===== config.mk =====
export PLATFORM = sky130hd
export DESIGN_NAME = ipm_master
export DESIGN_NICKNAME = d
export VERILOG_FILES = /design/src/include/ipm_pkg.sv /design/src/design/ipm_master.sv
export SDC_FILE = /design/constraint.sdc
export NUM_CORES = 1
export LEC_CHECK = 0
export BUFFER_PORTS_ARGS = -buffer_cell sky130_fd_sc_hd__buf_2
export CAP_MARGIN = 40
export CORE_MARGIN = 1.5
export CORE_UTILIZATION = 52
export DETAILED_ROUTE_END_ITERATION = 6
export HOLD_SLACK_MARGIN = 0.06
export PLACE_DENSITY = 0.77
export SETUP_SLACK_MARGIN = 0.2
export SYNTH_ARGS = -nofsm -noshare
export SYNTH_HDL_FRONTEND = slang
export SYNTH_HIERARCHICAL = 1
export SYNTH_SLANG_ARGS = --single-unit

===== constraint.sdc =====
create_clock -name i_mclk -period 3.55 [get_ports i_mclk]
set_clock_uncertainty 0.1 [all_clocks]
set_input_delay 0.5325 -clock i_mclk [delete_from_list [all_inputs] [get_ports i_mclk]]
set_output_delay 0.5325 -clock i_mclk [all_outputs]
set_load 0.01 [all_outputs]

===== src/include/ipm_pkg.sv =====
// Purpose: shared types and constants for the interpolated-position bus master
// Assumes: one message-level link to the drive (sdo write, receive pdo2, sync, transmit pdo2)
// Notes:   the init table is a constant lookup, indexed by step
package ipm_pkg;

    typedef enum logic [1:0] {
        IPM_FR_SDO  = 2'h0,
        IPM_FR_PDO2 = 2'h1,
        IPM_FR_SYNC = 2'h2
    } ipm_kind_t;

    // one frame towards the drive
    typedef struct packed {
        ipm_kind_t   kind;
        logic [15:0] index;
        logic [7:0]  sub;
        logic [2:0]  len;
        logic [31:0] data;
        logic [15:0] cmd;
    } ipm_frame_t;

    // transmit pdo2 content seen from the drive
    typedef struct packed {
        logic [15:0] state;
        logic [31:0] pos;
    } ipm_tpdo_t;

    localparam int          IPM_CLK_MHZ      = 100;
    localparam int          IPM_MS_NS        = 1000000;
    localparam int          IPM_CLK_NS       = 1000 / IPM_CLK_MHZ;
    localparam int          IPM_MS_CYCLES    = IPM_MS_NS / IPM_CLK_NS;
    localparam logic [4:0]  IPM_CYC_MS_MIN   = 5'h01;
    localparam logic [4:0]  IPM_CYC_MS_MAX   = 5'h14;
    localparam logic [4:0]  IPM_TOL_MIN      = 5'h01;
    localparam logic [4:0]  IPM_TOL_MAX      = 5'h14;
    localparam logic [4:0]  IPM_INIT_STEPS   = 5'h1E;
    localparam logic [2:0]  IPM_LOST_CYCLES  = 3'h3;
    localparam int          IPM_FIFO_DEPTH   = 4;
    localparam int          IPM_POS_W        = 32;

    // drive command word fields
    localparam logic [15:0] IPM_CW_SHUTDOWN  = 16'h0006;
    localparam logic [15:0] IPM_CW_SWITCH_ON = 16'h0007;
    localparam logic [15:0] IPM_CW_ENABLE    = 16'h000F;
    localparam int          IPM_CW_START_BIT = 4;
    localparam int          IPM_CW_HALT_BIT  = 8;
    localparam logic [15:0] IPM_CW_RESV_MASK = 16'h0260;
    // drive state word fields
    localparam int          IPM_SW_REACH_BIT = 10;
    localparam int          IPM_SW_MODE_BIT  = 12;

    localparam logic [15:0] IPM_OBJ_CYCLE    = 16'h60C2;
    localparam logic [15:0] IPM_OBJ_SYNC     = 16'h3022;
    localparam logic [7:0]  IPM_SUB_TOL      = 8'h04;

    // init write sequence: {index, sub, len, value}; cob-id steps add the node id
    function automatic logic [58:0] ipm_init_entry(input logic [4:0] step);
        case (step)
            5'h00:   ipm_init_entry = {16'h1400, 8'h01, 3'h4, 32'h80000200};
            5'h01:   ipm_init_entry = {16'h1800, 8'h01, 3'h4, 32'h80000180};
            5'h02:   ipm_init_entry = {16'h1401, 8'h01, 3'h4, 32'h00000300};
            5'h03:   ipm_init_entry = {16'h1801, 8'h01, 3'h4, 32'h00000280};
            5'h04:   ipm_init_entry = {16'h1402, 8'h01, 3'h4, 32'h80000400};
            5'h05:   ipm_init_entry = {16'h1802, 8'h01, 3'h4, 32'h80000380};
            5'h06:   ipm_init_entry = {16'h1403, 8'h01, 3'h4, 32'h80000500};
            5'h07:   ipm_init_entry = {16'h1803, 8'h01, 3'h4, 32'h80000480};
            5'h08:   ipm_init_entry = {16'h1401, 8'h02, 3'h1, 32'h00000001};
            5'h09:   ipm_init_entry = {16'h1801, 8'h02, 3'h1, 32'h00000001};
            5'h0A:   ipm_init_entry = {16'h6040, 8'h00, 3'h2, 32'h00000000};
            5'h0B:   ipm_init_entry = {16'h6040, 8'h00, 3'h2, 32'h00000080};
            5'h0C:   ipm_init_entry = {16'h1601, 8'h00, 3'h1, 32'h00000000};
            5'h0D:   ipm_init_entry = {16'h1601, 8'h01, 3'h4, 32'h60400010};
            5'h0E:   ipm_init_entry = {16'h1601, 8'h02, 3'h4, 32'h60C10120};
            5'h0F:   ipm_init_entry = {16'h1601, 8'h00, 3'h1, 32'h00000002};
            5'h10:   ipm_init_entry = {16'h1A01, 8'h00, 3'h1, 32'h00000000};
            5'h11:   ipm_init_entry = {16'h1A01, 8'h01, 3'h4, 32'h60410010};
            5'h12:   ipm_init_entry = {16'h1A01, 8'h02, 3'h4, 32'h60640020};
            5'h13:   ipm_init_entry = {16'h1A01, 8'h00, 3'h1, 32'h00000002};
            5'h14:   ipm_init_entry = {16'h3006, 8'h07, 3'h4, 32'h00020000};
            5'h15:   ipm_init_entry = {16'h3006, 8'h08, 3'h4, 32'h00000001};
            5'h16:   ipm_init_entry = {16'h6060, 8'h00, 3'h1, 32'h00000007};
            5'h17:   ipm_init_entry = {16'h3006, 8'h3D, 3'h2, 32'h00000001};
            5'h18:   ipm_init_entry = {16'h60C2, 8'h01, 3'h1, 32'h00000000};
            5'h19:   ipm_init_entry = {16'h3012, 8'h06, 3'h2, 32'h000003E8};
            5'h1A:   ipm_init_entry = {16'h3013, 8'h06, 3'h2, 32'h000003E8};
            5'h1B:   ipm_init_entry = {16'h3006, 8'h06, 3'h2, 32'h00000001};
            5'h1C:   ipm_init_entry = {16'h3022, 8'h04, 3'h2, 32'h00000000};
            5'h1D:   ipm_init_entry = {16'h3022, 8'h05, 3'h2, 32'h00000002};
            default: ipm_init_entry = '0;
        endcase
    endfunction

endpackage


===== src/design/ipm_master.sv =====
// Purpose: bus master that initialises a servo drive for interpolated position and feeds it cyclically
// Assumes: frames leave by a valid/ready handshake; the link layer reports sdo acks and tpdo2 arrivals
// Notes:   one reference per cycle, data frame first and sync after it
`timescale 1ns/1ns

module ipm_fifo #(
    parameter int W = 32,
    parameter int D = 4
) (
    input  wire logic         i_mclk,
    input  wire logic         i_rst,
    input  wire logic         i_in_valid,
    input  wire logic [W-1:0] i_in_data,
    output logic              o_in_ready,
    output logic              o_out_valid,
    output logic [W-1:0]      o_out_data,
    input  wire logic         i_out_ready
);
    localparam int AW = $clog2(D);
    logic [W-1:0]  mem_q [D];
    logic [AW-1:0] wr_q;
    logic [AW-1:0] rd_q;
    logic [AW:0]   cnt_q;
    logic [AW:0]   cnt_d;
    logic          push;
    logic          pop;

    assign push        = i_in_valid && o_in_ready;
    assign pop         = o_out_valid && i_out_ready;
    assign cnt_d       = cnt_q + (AW+1)'(push) - (AW+1)'(pop);
    assign o_out_data  = mem_q[rd_q];
    assign o_out_valid = (cnt_q != '0);

    // ready is registered so the top output comes from a flop; costs nothing in depth
    always_ff @(posedge i_mclk) begin
        if (i_rst) begin
            wr_q       <= '0;
            rd_q       <= '0;
            cnt_q      <= '0;
            o_in_ready <= 1'b0;
        end else begin
            if (push) begin
                mem_q[wr_q] <= i_in_data;
                wr_q        <= (wr_q == AW'(D-1)) ? '0 : wr_q + AW'(1);
            end
            if (pop) begin
                rd_q <= (rd_q == AW'(D-1)) ? '0 : rd_q + AW'(1);
            end
            cnt_q      <= cnt_d;
            o_in_ready <= (cnt_d != (AW+1)'(D));
        end
    end
endmodule

module ipm_master #(
    parameter int MS_CYCLES = ipm_pkg::IPM_MS_CYCLES
) (
    input  wire logic                  i_mclk,
    input  wire logic                  i_rst,
    input  wire logic                  i_init,
    input  wire logic [6:0]            i_node_id,
    input  wire logic [4:0]            i_cycle_ms,
    input  wire logic [4:0]            i_sync_tol,
    input  wire logic                  i_run,
    input  wire logic                  i_halt,
    input  wire logic                  i_ref_valid,
    input  wire logic [31:0]           i_ref_pos,
    output logic                       o_ref_ready,
    output ipm_pkg::ipm_frame_t        o_tx,
    output logic                       o_tx_valid,
    input  wire logic                  i_tx_ready,
    input  wire logic                  i_sdo_ack,
    input  wire logic                  i_rx_valid,
    input  wire ipm_pkg::ipm_tpdo_t    i_rx,
    output logic                       o_init_done,
    output logic                       o_mode_active,
    output logic                       o_pos_reached,
    output logic                       o_link_lost,
    output logic [31:0]                o_act_pos
);
    typedef enum logic [2:0] {
        IPM_IDLE, IPM_SDO_SEND, IPM_SDO_WAIT, IPM_RUN_WAIT, IPM_RUN_PDO, IPM_RUN_SYNC
    } ipm_state_t;

    ipm_state_t  st_q;
    logic [4:0]  step_q;
    logic [6:0]  node_q;
    logic [4:0]  cyc_ms_q;
    logic [4:0]  tol_q;
    logic [31:0] pre_q;
    logic [4:0]  ms_q;
    logic [1:0]  en_q;
    logic [31:0] last_ref_q;
    logic [2:0]  miss_q;
    logic        rx_seen_q;

    logic [58:0] entry;
    logic [31:0] sdo_val;
    logic        is_cobid;
    logic        ms_tick;
    logic        cyc_end;
    logic        fifo_valid;
    logic [31:0] fifo_data;
    logic        fifo_pop;
    logic        tx_done;
    logic [15:0] cmd_word;
    logic [31:0] ref_now;
    logic [4:0]  cyc_clip;
    logic [4:0]  tol_clip;

    ipm_fifo #(
        .W(ipm_pkg::IPM_POS_W),
        .D(ipm_pkg::IPM_FIFO_DEPTH)
    ) u_fifo (
        .i_mclk      (i_mclk),
        .i_rst       (i_rst),
        .i_in_valid  (i_ref_valid),
        .i_in_data   (i_ref_pos),
        .o_in_ready  (o_ref_ready),
        .o_out_valid (fifo_valid),
        .o_out_data  (fifo_data),
        .i_out_ready (fifo_pop)
    );

    // init table lookup; cob-id steps carry the node id, cycle and tolerance come from the user
    assign entry    = ipm_pkg::ipm_init_entry(step_q);
    assign is_cobid = (step_q < 5'h08);
    assign cyc_clip = (i_cycle_ms < ipm_pkg::IPM_CYC_MS_MIN) ? ipm_pkg::IPM_CYC_MS_MIN :
                      (i_cycle_ms > ipm_pkg::IPM_CYC_MS_MAX) ? ipm_pkg::IPM_CYC_MS_MAX : i_cycle_ms;
    assign tol_clip = (i_sync_tol < ipm_pkg::IPM_TOL_MIN) ? ipm_pkg::IPM_TOL_MIN :
                      (i_sync_tol > ipm_pkg::IPM_TOL_MAX) ? ipm_pkg::IPM_TOL_MAX : i_sync_tol;
    assign sdo_val  = (entry[58:43] == ipm_pkg::IPM_OBJ_CYCLE) ? {27'h0, cyc_ms_q} :
                      (entry[58:43] == ipm_pkg::IPM_OBJ_SYNC && entry[42:35] == ipm_pkg::IPM_SUB_TOL)
                          ? {27'h0, tol_q} :
                      is_cobid ? entry[31:0] + {25'h0, node_q} : entry[31:0];

    assign ms_tick  = (pre_q == 32'(MS_CYCLES - 1));
    assign cyc_end  = ms_tick && (ms_q == cyc_ms_q - 5'h01);
    assign tx_done  = o_tx_valid && i_tx_ready;

    // a fresh reference is taken once per cycle; otherwise the last one is repeated
    assign fifo_pop = (st_q == IPM_RUN_PDO) && !o_tx_valid && fifo_valid;
    assign ref_now  = fifo_valid ? fifo_data : last_ref_q;

    // command word: enable power stage over three cycles before bit 4 may rise
    assign cmd_word = ((en_q == 2'h0) ? ipm_pkg::IPM_CW_SHUTDOWN :
                       (en_q == 2'h1) ? ipm_pkg::IPM_CW_SWITCH_ON :
                       (ipm_pkg::IPM_CW_ENABLE
                        | (16'(i_run && en_q == 2'h3) << ipm_pkg::IPM_CW_START_BIT)
                        | (16'(i_halt) << ipm_pkg::IPM_CW_HALT_BIT)))
                      & ~ipm_pkg::IPM_CW_RESV_MASK;

    always_ff @(posedge i_mclk) begin
        if (i_rst) begin
            st_q        <= IPM_IDLE;
            step_q      <= '0;
            node_q      <= '0;
            cyc_ms_q    <= ipm_pkg::IPM_CYC_MS_MIN;
            tol_q       <= ipm_pkg::IPM_TOL_MIN;
            o_tx        <= '0;
            o_tx_valid  <= 1'b0;
            o_init_done <= 1'b0;
            en_q        <= '0;
            last_ref_q  <= '0;
        end else begin
            if (tx_done) begin
                o_tx_valid <= 1'b0;
            end
            case (st_q)
                IPM_IDLE: begin
                    if (i_init) begin
                        node_q   <= i_node_id;
                        cyc_ms_q <= cyc_clip;
                        tol_q    <= tol_clip;
                        step_q   <= '0;
                        st_q     <= IPM_SDO_SEND;
                    end
                end
                IPM_SDO_SEND: begin
                    // table order itself gives tolerance before activation and maps before counts
                    o_tx       <= '{ipm_pkg::IPM_FR_SDO, entry[58:43], entry[42:35], entry[34:32], sdo_val,
                                    16'h0000};
                    o_tx_valid <= 1'b1;
                    st_q       <= IPM_SDO_WAIT;
                end
                IPM_SDO_WAIT: begin
                    // one write at a time: the next waits for the drive's answer
                    if (!o_tx_valid && i_sdo_ack) begin
                        if (step_q == ipm_pkg::IPM_INIT_STEPS - 5'h01) begin
                            o_init_done <= 1'b1;
                            en_q        <= '0;
                            st_q        <= IPM_RUN_WAIT;
                        end else begin
                            step_q <= step_q + 5'h01;
                            st_q   <= IPM_SDO_SEND;
                        end
                    end
                end
                IPM_RUN_WAIT: begin
                    if (cyc_end) begin
                        st_q <= IPM_RUN_PDO;
                    end
                end
                IPM_RUN_PDO: begin
                    if (!o_tx_valid) begin
                        o_tx       <= '{ipm_pkg::IPM_FR_PDO2, 16'h0000, 8'h00, 3'h6, ref_now, cmd_word};
                        o_tx_valid <= 1'b1;
                        last_ref_q <= ref_now;
                        if (en_q != 2'h3) begin
                            en_q <= en_q + 2'h1;
                        end
                        st_q       <= IPM_RUN_SYNC;
                    end
                end
                IPM_RUN_SYNC: begin
                    // sync only after the reference frame left, so the drive moves on fresh data
                    if (tx_done) begin
                        o_tx       <= '{ipm_pkg::IPM_FR_SYNC, 16'h0000, 8'h00, 3'h0, 32'h0, 16'h0000};
                        o_tx_valid <= 1'b1;
                        st_q       <= IPM_RUN_WAIT;
                    end
                end
                default: begin
                    st_q <= IPM_IDLE;
                end
            endcase
        end
    end

    // cycle timer: millisecond prescaler and count of ms within the cycle
    always_ff @(posedge i_mclk) begin
        if (i_rst || st_q != IPM_RUN_WAIT) begin
            pre_q <= '0;
            ms_q  <= '0;
        end else if (ms_tick) begin
            pre_q <= '0;
            ms_q  <= cyc_end ? 5'h00 : ms_q + 5'h01;
        end else begin
            pre_q <= pre_q + 32'h1;
        end
    end

    // link watch: heartbeat is unavailable here, so missing tpdo2 frames count per cycle
    always_ff @(posedge i_mclk) begin
        if (i_rst) begin
            miss_q        <= '0;
            rx_seen_q     <= 1'b0;
            o_link_lost   <= 1'b0;
            o_mode_active <= 1'b0;
            o_pos_reached <= 1'b0;
            o_act_pos     <= '0;
        end else begin
            if (i_rx_valid) begin
                o_mode_active <= i_rx.state[ipm_pkg::IPM_SW_MODE_BIT];
                o_pos_reached <= i_rx.state[ipm_pkg::IPM_SW_REACH_BIT];
                o_act_pos     <= i_rx.pos;
            end
            if (cyc_end) begin
                rx_seen_q <= i_rx_valid;
                if (rx_seen_q || i_rx_valid) begin
                    miss_q <= '0;
                end else if (miss_q != ipm_pkg::IPM_LOST_CYCLES) begin
                    miss_q <= miss_q + 3'h1;
                end
            end else if (i_rx_valid) begin
                // a tpdo2 ends the loss at once instead of waiting for the cycle end
                rx_seen_q <= 1'b1;
                miss_q    <= '0;
            end
            o_link_lost <= o_init_done && (miss_q == ipm_pkg::IPM_LOST_CYCLES);
        end
    end
endmodule


== Word level (Yosys, flattened, before mapping) ==
Memory sizes are Yosys's and may differ from the RTL's. A register that Yosys moved wholly into a read port is not among the register bits.
Cells that the tools add are included.

* Memories kept: 2
* Flip-flop bits (word level): 222
* Bits in read-only memories: 1344
* Bits in writable memories: 128
* Output and inout port bits: 115
* Input bits: 106

{| class="wikitable"
|+ Memories
! memory !! depth !! bits a word !! rd ports !! clocked after memory_dff !! write ports !! line !! source
|-
| (no name shown) || 32 || 42 || 1 || 1 || 0 || ipm_pkg.sv:58 || <nowiki>case (step)</nowiki>
|-
| u_fifo.mem_q || 4 || 32 || 1 || 1 || 1 || ipm_master.sv:20 || <nowiki>logic [W-1:0] mem_q [D];</nowiki>
|}

* Equality and inequality tests: 29
* Bitwise logic cells: 2
* Reductions and logical operators: 29
* Magnitude comparators: 5
* Mux-type cells: 49
* Add/subtract/negate cells: 11

{| class="wikitable"
|+ Operators by type and width
! operator !! number
|-
| 77-bit one-hot mux with 3 select lines || 1
|-
| 77-bit two-way mux || 2
|-
| 32-bit two-way mux || 4
|-
| 5-bit two-way mux || 10
|-
| 32-bit by 1-bit adder with 32-bit output, second input constant || 1
|-
| 32-bit by 7-bit adder with 32-bit output || 1
|-
| 32-bit by 17-bit == test with 1-bit output, second input constant || 1
|-
| 3-bit two-way mux || 9
|-
| 2-bit two-way mux || 9
|-
| 9-bit two-way mux || 2
|-
| 3-bit one-hot mux with 6 select lines || 1
|-
| 16-bit by 14-bit == test with 1-bit output, second input constant || 1
|-
| 16-bit by 15-bit == test with 1-bit output, second input constant || 1
|-
| 2-bit != test, second input constant || 8
|-
| 5-bit by 1-bit adder with 5-bit output, second input constant || 2
|-
| 5-bit > comparator, second input constant || 2
|-
| 1-bit logical AND || 10
|-
| 5-bit by 1-bit less-than comparator with 1-bit output, second input constant || 2
|-
| 5-bit one-hot mux with 2 select lines || 1
|-
| 5-bit AND reduction || 2
|-
| 3-bit by 2-bit == test with 1-bit output, second input constant || 3
|-
| 5-bit by 9-bit OR with 9-bit output || 1
|-
| 8-bit by 3-bit == test with 1-bit output, second input constant || 1
|-
| 1-bit two-way mux || 8
|-
| other kinds (29) || 42
|}

== Longest topological paths before layout ==
Gate-level depths: netlist of run 1.

* Depth in word-level cells: 7
* Mapped depth: 15

== Hierarchy ==
The synthesis of run 1 kept the hierarchy.

{| class="wikitable"
|+ Modules (own cells, without submodules)
! module !! cells an instance !! times used !! area an instance (um^2) !! seq. area each (um^2)
|-
| ipm_master || 1202 || 1 || 10237.3 || 4604.4
|-
| ipm_fifo || 218 || 1 || 5211.2 || 4043.9
|}

== Worst setup path before layout of run 1 ==
OpenSTA, ideal clock, no wires.

* Kind: input to register
* From: input i_rst
* To: memory u_fifo.mem_q[0][0], enable pin
* Library setup time: 468 ps
* Stages: 2
* Data arrival time: 3151 ps
* Path slack: -169 ps
* Path through: clkbuf_1 -> nor3b_1

* Cells in the longest elaborated chain, start to end: 2

{| class="wikitable"
|+ RTL lines
! what !! line !! source
|-
| from (decl) || ipm_master.sv:59 || <nowiki>input wire logic i_rst,</nowiki>
|-
| 1-bit two-way mux || ipm_master.sv:36 || <nowiki>if (i_rst) begin</nowiki>
|-
| 1-bit two-way mux (implied by the code) || ipm_master.sv:43 || <nowiki>mem_q[wr_q] <= i_in_data;</nowiki>
|-
| to (decl) || ipm_master.sv:20 ||
|}

No other way between the ends.

== Final worst setup path of run 1 ==
* From: register step_q[1]
* To: register entry[36] (netlist name)

* Cells in the longest elaborated chain, start to end: 6

{| class="wikitable"
|+ RTL lines
! what !! line !! source
|-
| from (decl) || ipm_master.sv:86 || <nowiki>logic [4:0] step_q;</nowiki>
|-
| from (signal assigned) || ipm_master.sv:194 || <nowiki>step_q <= step_q + 5'h01;</nowiki>
|-
| 5-bit by 1-bit adder with 5-bit output || ipm_master.sv:194 ||
|-
| 5-bit two-way mux || ipm_master.sv:189 || <nowiki>if (step_q == ipm_pkg::IPM_INIT_STEPS - 5'h01) begin</nowiki>
|-
| 5-bit two-way mux || ipm_master.sv:188 || <nowiki>if (!o_tx_valid && i_sdo_ack) begin</nowiki>
|-
| 5-bit one-hot mux with 2 select lines || ipm_master.sv:169 || <nowiki>case (st_q)</nowiki>
|-
| 5-bit two-way mux (no source line) (*) (2 in series) || - ||
|}

Every way passes the cells marked *; elsewhere a longest branch is shown, timed or not. The select of a mux whose other input is x is not followed.
A chain may end at the register's enable or synchronous reset.

==> results of run 1 <==
==> metrics by stage <==
stage                     TNS (ns)  area (sq um)
after floorplan             -20.50         15500
after global placement           0         16700
after detailed placement         0         16700
after CTS                        0         18000
after global routing             0         18000
final                            0         18000
==> logic make-up after synthesis <==
group,synth area share [%]
and+or+nand+nor,14.5
DFF,56.0
AOI/OAI and AO/OA,9.87
buffers and inverters,4.27
muxes,9.77
xor gates and xnor gates,2.98
adders and majority gates,2.61
other,0.0243
==> worst register-to-register path, cell delays in order, from the launching register on <==
cell,delay (ns)
dfxtp_1,0.38
inv_1,0.06
ha_1,0.18
and4_1,0.22
a221oi_2,0.33
nand4_1,0.20
xnor2_1,0.38
nor2_1,0.17
a21boi_1,0.60
o211ai_1,0.24
==> sequential cells by signal, indices dropped and copies added (netlist names), 2 cells and up, named ones only <==
| register | flops |
|---|---|
| u_fifo/mem_q | 128 |
| o_tx | 58 |
| entry | 35 |
| last_ref_q | 32 |
| o_act_pos | 32 |
| pre_q | 32 |
| node_q | 7 |
| cyc_ms_q | 5 |
| ms_q | 5 |
| step_q | 5 |
| tol_q | 5 |
| miss_q | 3 |
| st_q | 3 |
| u_fifo/cnt_q | 3 |
| en_q | 2 |
| u_fifo/rd_q | 2 |
| u_fifo/wr_q | 2 |
==> where the power goes <==
part	leakage, uW	internal, uW	switching [uW]
clock network	0.000644	2390	1660
registers	0.00311	4480	74.4
logic	0.00320	295	424
total	0.00694	7160	2160
==> cell usage in the layout (no fill, tap or decap), drive strengths merged, types with 5 or more instances in the layout <==
cell type    n
edfxtp     128
buf        226
mux2        10
nand2      121
nand2b       5
inv         36
and3        28
ha          29
mux4        32
clkinv      14
a311oi       5
o21a         5
xnor2       27
a221oi       5
a22o        10
a31oi        8
o21ai       49
a211oi       7
clkbuf      50
a21o         5
or2          5
nor2b        7
o211ai       7
nor2       181
nand4       15
mux2i       66
a21oi      110
nand3       36
conb        15
nor3        26
nor3b        7
dfxtp      240
or3          7
and2         5
nor4        14
xor2        23
o221ai       5
nor4b        6
==> layer usage <==
layer | up-vias | routed length, um | GRT usage [%]
li1 | 5419 | - | -
met1 | 5347 | 15200 | 29.7
met2 | 373 | 17000 | 38.7
met3 | 60 | 2380 | 4.46
met4 | 8 | 701 | 6.13
met5 | - | 47 | 0
==> path summary, 6_finish.rpt <==
path	startpoint	end	slack, ns	cells past startpoint
max	step_q[1]	entry[36]	0.51	9
min	i_ref_pos[11]	u_fifo/mem_q[2][11]	0.10	1
max reg2reg	step_q[1]	entry[36]	0.51	9
min reg2reg	last_ref_q[29]	last_ref_q[29]	0.35	2
==> layout make-up <==
cell class,instances,area [sq um]
fillers,2282,10900
inverters,34,128
diodes,3,7.51
multi-input cells,930,6230
well taps,384,480
repair buffers,226,1250
clock buffers,50,1080
flip-flops and latches,368,8650
clock inverters,19,215
==> out/metrics.yaml, run 1 <==
pwr:
  peakVddDrop_uv: 472
  power.density_nw_per_um2: 516
  power_uw: 9310
  cellLeakagePower_uw: 0.00694
placed_design:
  io_buffers: 191
  dp_cells: 1941
  place.gp.congestion: 0.890
  pre_cts_slack_ns: 0.580
  dpl.hpwl_um: 24200
final_layout:
  fin_nets: 1736
  drive_gt1_share_pct: 21.5
  final_core_util_pct: 62.3
  syn2layout_area_growth_pct: 16.8
  final_cells: 2014
floorplanning:
  io_pins: 221
  dieArea_sq_um: 30800
  die-height_um: 175
  start_util_pct: 53.4
  die_w_um: 175
  core_sq_um: 28900
  rows: 62
clock_tree:
  htreeDepth: 2
  post_cts_resized: 0
  root_buffer: "clkbuf_16"
  postCtsSetupBuffers: 0
  insertion_delay_ns: 0.54
  cts_buffers: 39
  cts_sinks: 368
  cts_tree: "done"
  path_clk_slew_ns: 0.06
  clockBufferDepth: 3
  cts_hold_buf: 0
sta:
  fin_hold_ws_ns: 0.102
  clock.fmax_mhz: 329
  grt_setup_unrepaired: "false"
  setup_violations: 0
  hold_viol_final: 0
  maxSlewHeadroom_pct: 52.6
  min_period_over_period_pct: 85.6
  maxSlewViolCount: 0
  worstMarginPinSlew_ns: 0.705
  period_minus_slack_ns: 3.04
  final.setup.worst_slack_ns: 0.511
synthesis:
  synth_edf_count: 128
  seq_area_frac_synth_pct: 56.0
  ys_seq_elements: 368
  synthTopCellsByCount: "dfxtp_1 (240), nor2_1 (181), edfxtp_1 (128)"
  async_flop_share_pct: 0
  synthFlopType: "dfxtp_1"
  syn_area_per_cell_sq_um: 10.9
  yosysTopAreaCell: "dfxtp_1"
  syn_area_sq_um: 15400
  synth_warnings: 6
  yosysMostFrequentCell: "dfxtp_1"
  ys_top_cells_by_area: "dfxtp_1 (31%), edfxtp_1 (25%), nor2_1 (4.4%), mux4_2 (4.4%), mux2i_1 (4.3%)"
  synth_top_area_share_pct: 31.1
  yosysUniqueCellTypes: 75
  synth_cells: 1420
setup_path:
  critical-path-top-delay-family: "compound AO/OA/AOI/OAI gates"
  cp_data_arrival_time_ns: 3.30
  crit_buf_inv: 1
  worst_setup_path_end_kind: "register"
  criticalPathCategory: "register to register"
  max_stage_delay_ns: 0.60
  crit_chain: "inv_1 -> ha_1 -> and4_1 -> a221oi_2 -> nand4_1 -> xnor2_1 -> nor2_1 -> a21boi_1 -> o211ai_1"
  cp_slowest_cell: "a21boi_1"
  worst-path-max-fanout: 6
  start_kind: "register"
  cp.required_ns: 3.81
run_status:
  status: "completed"
global_route:
  antenna_found_initial: 6
  grt_pass1_wl_um: 55800
  grt-ovfl-total: 0
  grt_usage_pct: 22.7
  grt_max_degree: 42
  grt_pass1_vias: 10800
routing:
  first_iter_violations: 906
  viasPerCell: 5.56
  first_pass_iters: 5
  vias: 11200
  wl_per_cell_um: 17.5
  drc: 0
  totalWireLength_um: 35300
  detail-route-antenna-nets: 0
worst_hold_path:
  hold_class: "input pin to register"
job:
  max_cap_viol_count: 0
(Power assumes the default switching activity.)
==> inputs of run 2 (changes only) <==
--- a/config.mk
+++ b/config.mk
@@ -7,11 +7,12 @@
 export LEC_CHECK = 0
 export BUFFER_PORTS_ARGS = -buffer_cell sky130_fd_sc_hd__buf_2
 export CAP_MARGIN = 40
+export CORE_ASPECT_RATIO = 0.7
 export CORE_MARGIN = 1.5
 export CORE_UTILIZATION = 52
 export DETAILED_ROUTE_END_ITERATION = 6
 export HOLD_SLACK_MARGIN = 0.06
-export PLACE_DENSITY = 0.77
+export PLACE_DENSITY = 0.72
 export SETUP_SLACK_MARGIN = 0.2
 export SYNTH_ARGS = -nofsm -noshare
 export SYNTH_HDL_FRONTEND = slang
==> run 2 against run 1 <==
Effect of this change: sequential share of layout area increased by 0.35 points; cell count decreased by 0.40%; clock-buffer cell count increased by 5; setup slack improved by 0.14 ns; hold slack improved by 0.0043 ns.
==> out/metrics.yaml, run 2 (same netlist as run 1, synthesis figures left out) <==
floorplanning:
  die-height_um: 147  # -16%
  core_sq_um: 29100  # +0.51%
  dieArea_sq_um: 30800  # about the same
  start_util_pct: 53.1  # -0.27 points
  rows: 52  # -16%
  die_w_um: 209  # +19%
  io_pins: 221  # unchanged
final_layout:
  largest_reg_flops: 128  # unchanged
  final_cells: 2006  # -0.40%
  fillers: 2339  # +2.5%
  layout.cells.most_common: "dfxtp_1"
  fin_nets: 1733  # -0.17%
  top_register: "u_fifo/mem_q"
  drive_gt1_share_pct: 21.1  # -0.45 points
  syn2layout_area_growth_pct: 15.9
  final_cell_mix: "dfxtp_1 (239), buf_2 (190), nor2_1 (181)"
placed_design:
  place.gp.congestion: 0.909  # +2.1%
  dp_cells: 1936  # -0.26%
  io_buffers: 191  # unchanged
  dpl.hpwl_um: 25700  # +6.3%
clock_tree:
  htreeDepth: 2  # unchanged
  root_buffer: "clkbuf_16"
  path_clk_slew_ns: 0.06  # about the same
  postCtsSetupBuffers: 0  # unchanged
  post_cts_resized: 0  # unchanged
  cts_sinks: 368  # unchanged
  clockBufferDepth: 3  # unchanged
  cts_hold_buf: 0  # unchanged
  cts_tree: "done"
  insertion_delay_ns: 0.53  # about the same
  cts_buffers: 36  # -7.7%
worst_hold_path:
  hold_class: "input pin to register"
  hold_path_end: "node_q[1]"
  hold_depth: 3  # +2
  min_from: "i_node_id[1]"
routing:
  drc: 0  # unchanged
  first_iter_violations: 1085  # +20%
  totalWireLength_um: 37800  # +6.9%
  first_pass_iters: 6  # +1
  detail-route-antenna-nets: 0  # unchanged
  viasPerCell: 5.69  # +2.3%
  vias: 11400  # +1.8%
  wl_per_cell_um: 18.8  # +7.3%
pwr:
  power.density_nw_per_um2: 505  # -2.2%
  p_switching_uw: 2120  # -1.9%
  combPwrFrac_pct: 8.1  # +0.4 points
  clkPwrFrac_pct: 41.5  # -1.9 points
  cellLeakagePower_uw: 0.00687  # -1.1%
  power_uw: 9040  # -2.9%
  p_int_uw: 6930  # -3.2%
  swShare_pct: 23.4  # +0.23 points
  peakVddDrop_uv: 276  # -41%
  pwr-share-seq_pct: 50.4  # +1.5 points
setup_path:
  cp_slowest_cell: "dfxtp_1"
  reg2reg_slack_ns: 0.65  # +0.14 ns
  crit_chain: "inv_1 -> or3_1 -> nor2_1 -> nand2_1 -> inv_1 -> o31a_1 -> xnor2_1 -> ha_1 -> fa_1 -> xnor3_1 -> nor2b_1"
  start_kind: "register"
  cpMostUsedCell: "inv_1"
  cp_data_arrival_time_ns: 3.21  # -0.09 ns
  max_stage_delay_ns: 0.52  # -0.08 ns
  rr_endpoint: "u_fifo/cnt_q[2]"
  worst-path-max-fanout: 11  # +5
  cp.required_ns: 3.86  # +0.05 ns
  crit_buf_inv: 2  # +1
  rr_worst_depth: 11  # +2
  worst_setup_path_end_kind: "register"
  r2r_start: "st_q[2]"
  critical-path-top-delay-family: "simple AND/OR/NAND/NOR gates"
  criticalPathCategory: "register to register"
sta:
  worstMarginPinSlew_ns: 0.827  # +0.122 ns
  grt_setup_unrepaired: "false"
  setup_violations: 0  # unchanged
  period_minus_slack_ns: 2.90  # -0.138 ns
  maxSlewHeadroom_pct: 44.7  # -7.9 points
  min_period_over_period_pct: 81.7  # -3.9 points
  clock.fmax_mhz: 345  # +4.8%
  maxSlewViolCount: 0  # unchanged
  hold_viol_final: 0  # unchanged
global_route:
  grt-ovfl-total: 0  # unchanged
  grt_usage_pct: 24.2  # +1.5 points
  grt_max_degree: 55  # +31%
  antenna_found_initial: 6  # unchanged
  grt_pass1_vias: 10600  # -2.3%
  grt_pass1_wl_um: 58600  # +5.0%
job:
  max_cap_viol_count: 0  # unchanged
run_status:
  status: "completed"
run 2: worst max path at each step:
| stage | slack (ns) | from | endpoint | depth (start not counted) |
|---|---|---|---|---|
| global placement | 0.69 | st_q[2] | u_fifo/cnt_q[2] | 11 |
| finish | 0.65 | st_q[2] | u_fifo/cnt_q[2] | 11 |
| CTS | 0.65 | st_q[2] | u_fifo/cnt_q[2] | 11 |
| global route | 0.41 | st_q[1] | entry[32] | 9 |
| floorplan | -0.17 | i_rst | u_fifo/mem_q[0][0] | 2 |
| detailed placement | 0.66 | st_q[2] | u_fifo/cnt_q[2] | 11 |
run 2: power groups by stage:
| stage | combinational (uW) | sequential, uW | clock [uW] |
|---|---|---|---|
| 6_report | 734 | 4560 | 3750 |
| 5_1_grt | 797 | 4570 | 3990 |
| 4_1_cts | 730 | 4550 | 3810 |
| 3_5_place_dp | 726 | 4640 | 0 |
| 3_3_place_gp | 703 | 4640 | 0 |
| 2_1_floorplan | 448 | 4650 | 0 |
run 2: layout make-up:
type                       count  area (sq um)  area share [%]
sequential                   368          8650            48.3
antenna                        4          10.0          0.0559
inverter                      34           128           0.713
clock buffer                  55          1060            5.95
clock inverter                11          88.8           0.496
tap                          378           473            2.64
multi-input combinational    930          6230            34.8
timing repair buffer         226          1260            7.03
run 2: worst register-to-register path, delay by kind of cell (launching register included):
kind / cells / cell delay [ns]
buf+inv: 2 / 0.20
simple gates: 4 / 0.71
fa+ha+maj: 2 / 0.57
xor+xnor: 2 / 0.33
flops: 1 / 0.52
compound gates: 1 / 0.34
run 2: routing by layer:
metal	vias to the layer above	track usage (%)	share of wire, %
li1	5421	-	-
met1	5473	36.7	46
met2	474	35.0	43
met3	44	5.94	9.4
met4	2	5.00	1.3
met5	-	0	0.034
run 2: through the flow:
stage / setup slack, ns / util (%) / hold WS [ns] / setup TNS, ns / cell area [sq um]
floorplan: -0.169 / - / 0.330 / -20.50 / 15500
global placement: 0.685 / 57.4 / 0.339 / 0 / 16700
detailed placement: 0.658 / 57.6 / 0.343 / 0 / 16700
CTS: 0.648 / 61.5 / 0.0926 / 0 / 17900
global route: 0.411 / 61.5 / 0.109 / 0 / 17900
finish: 0.649 / 61.6 / 0.106 / 0 / 17900
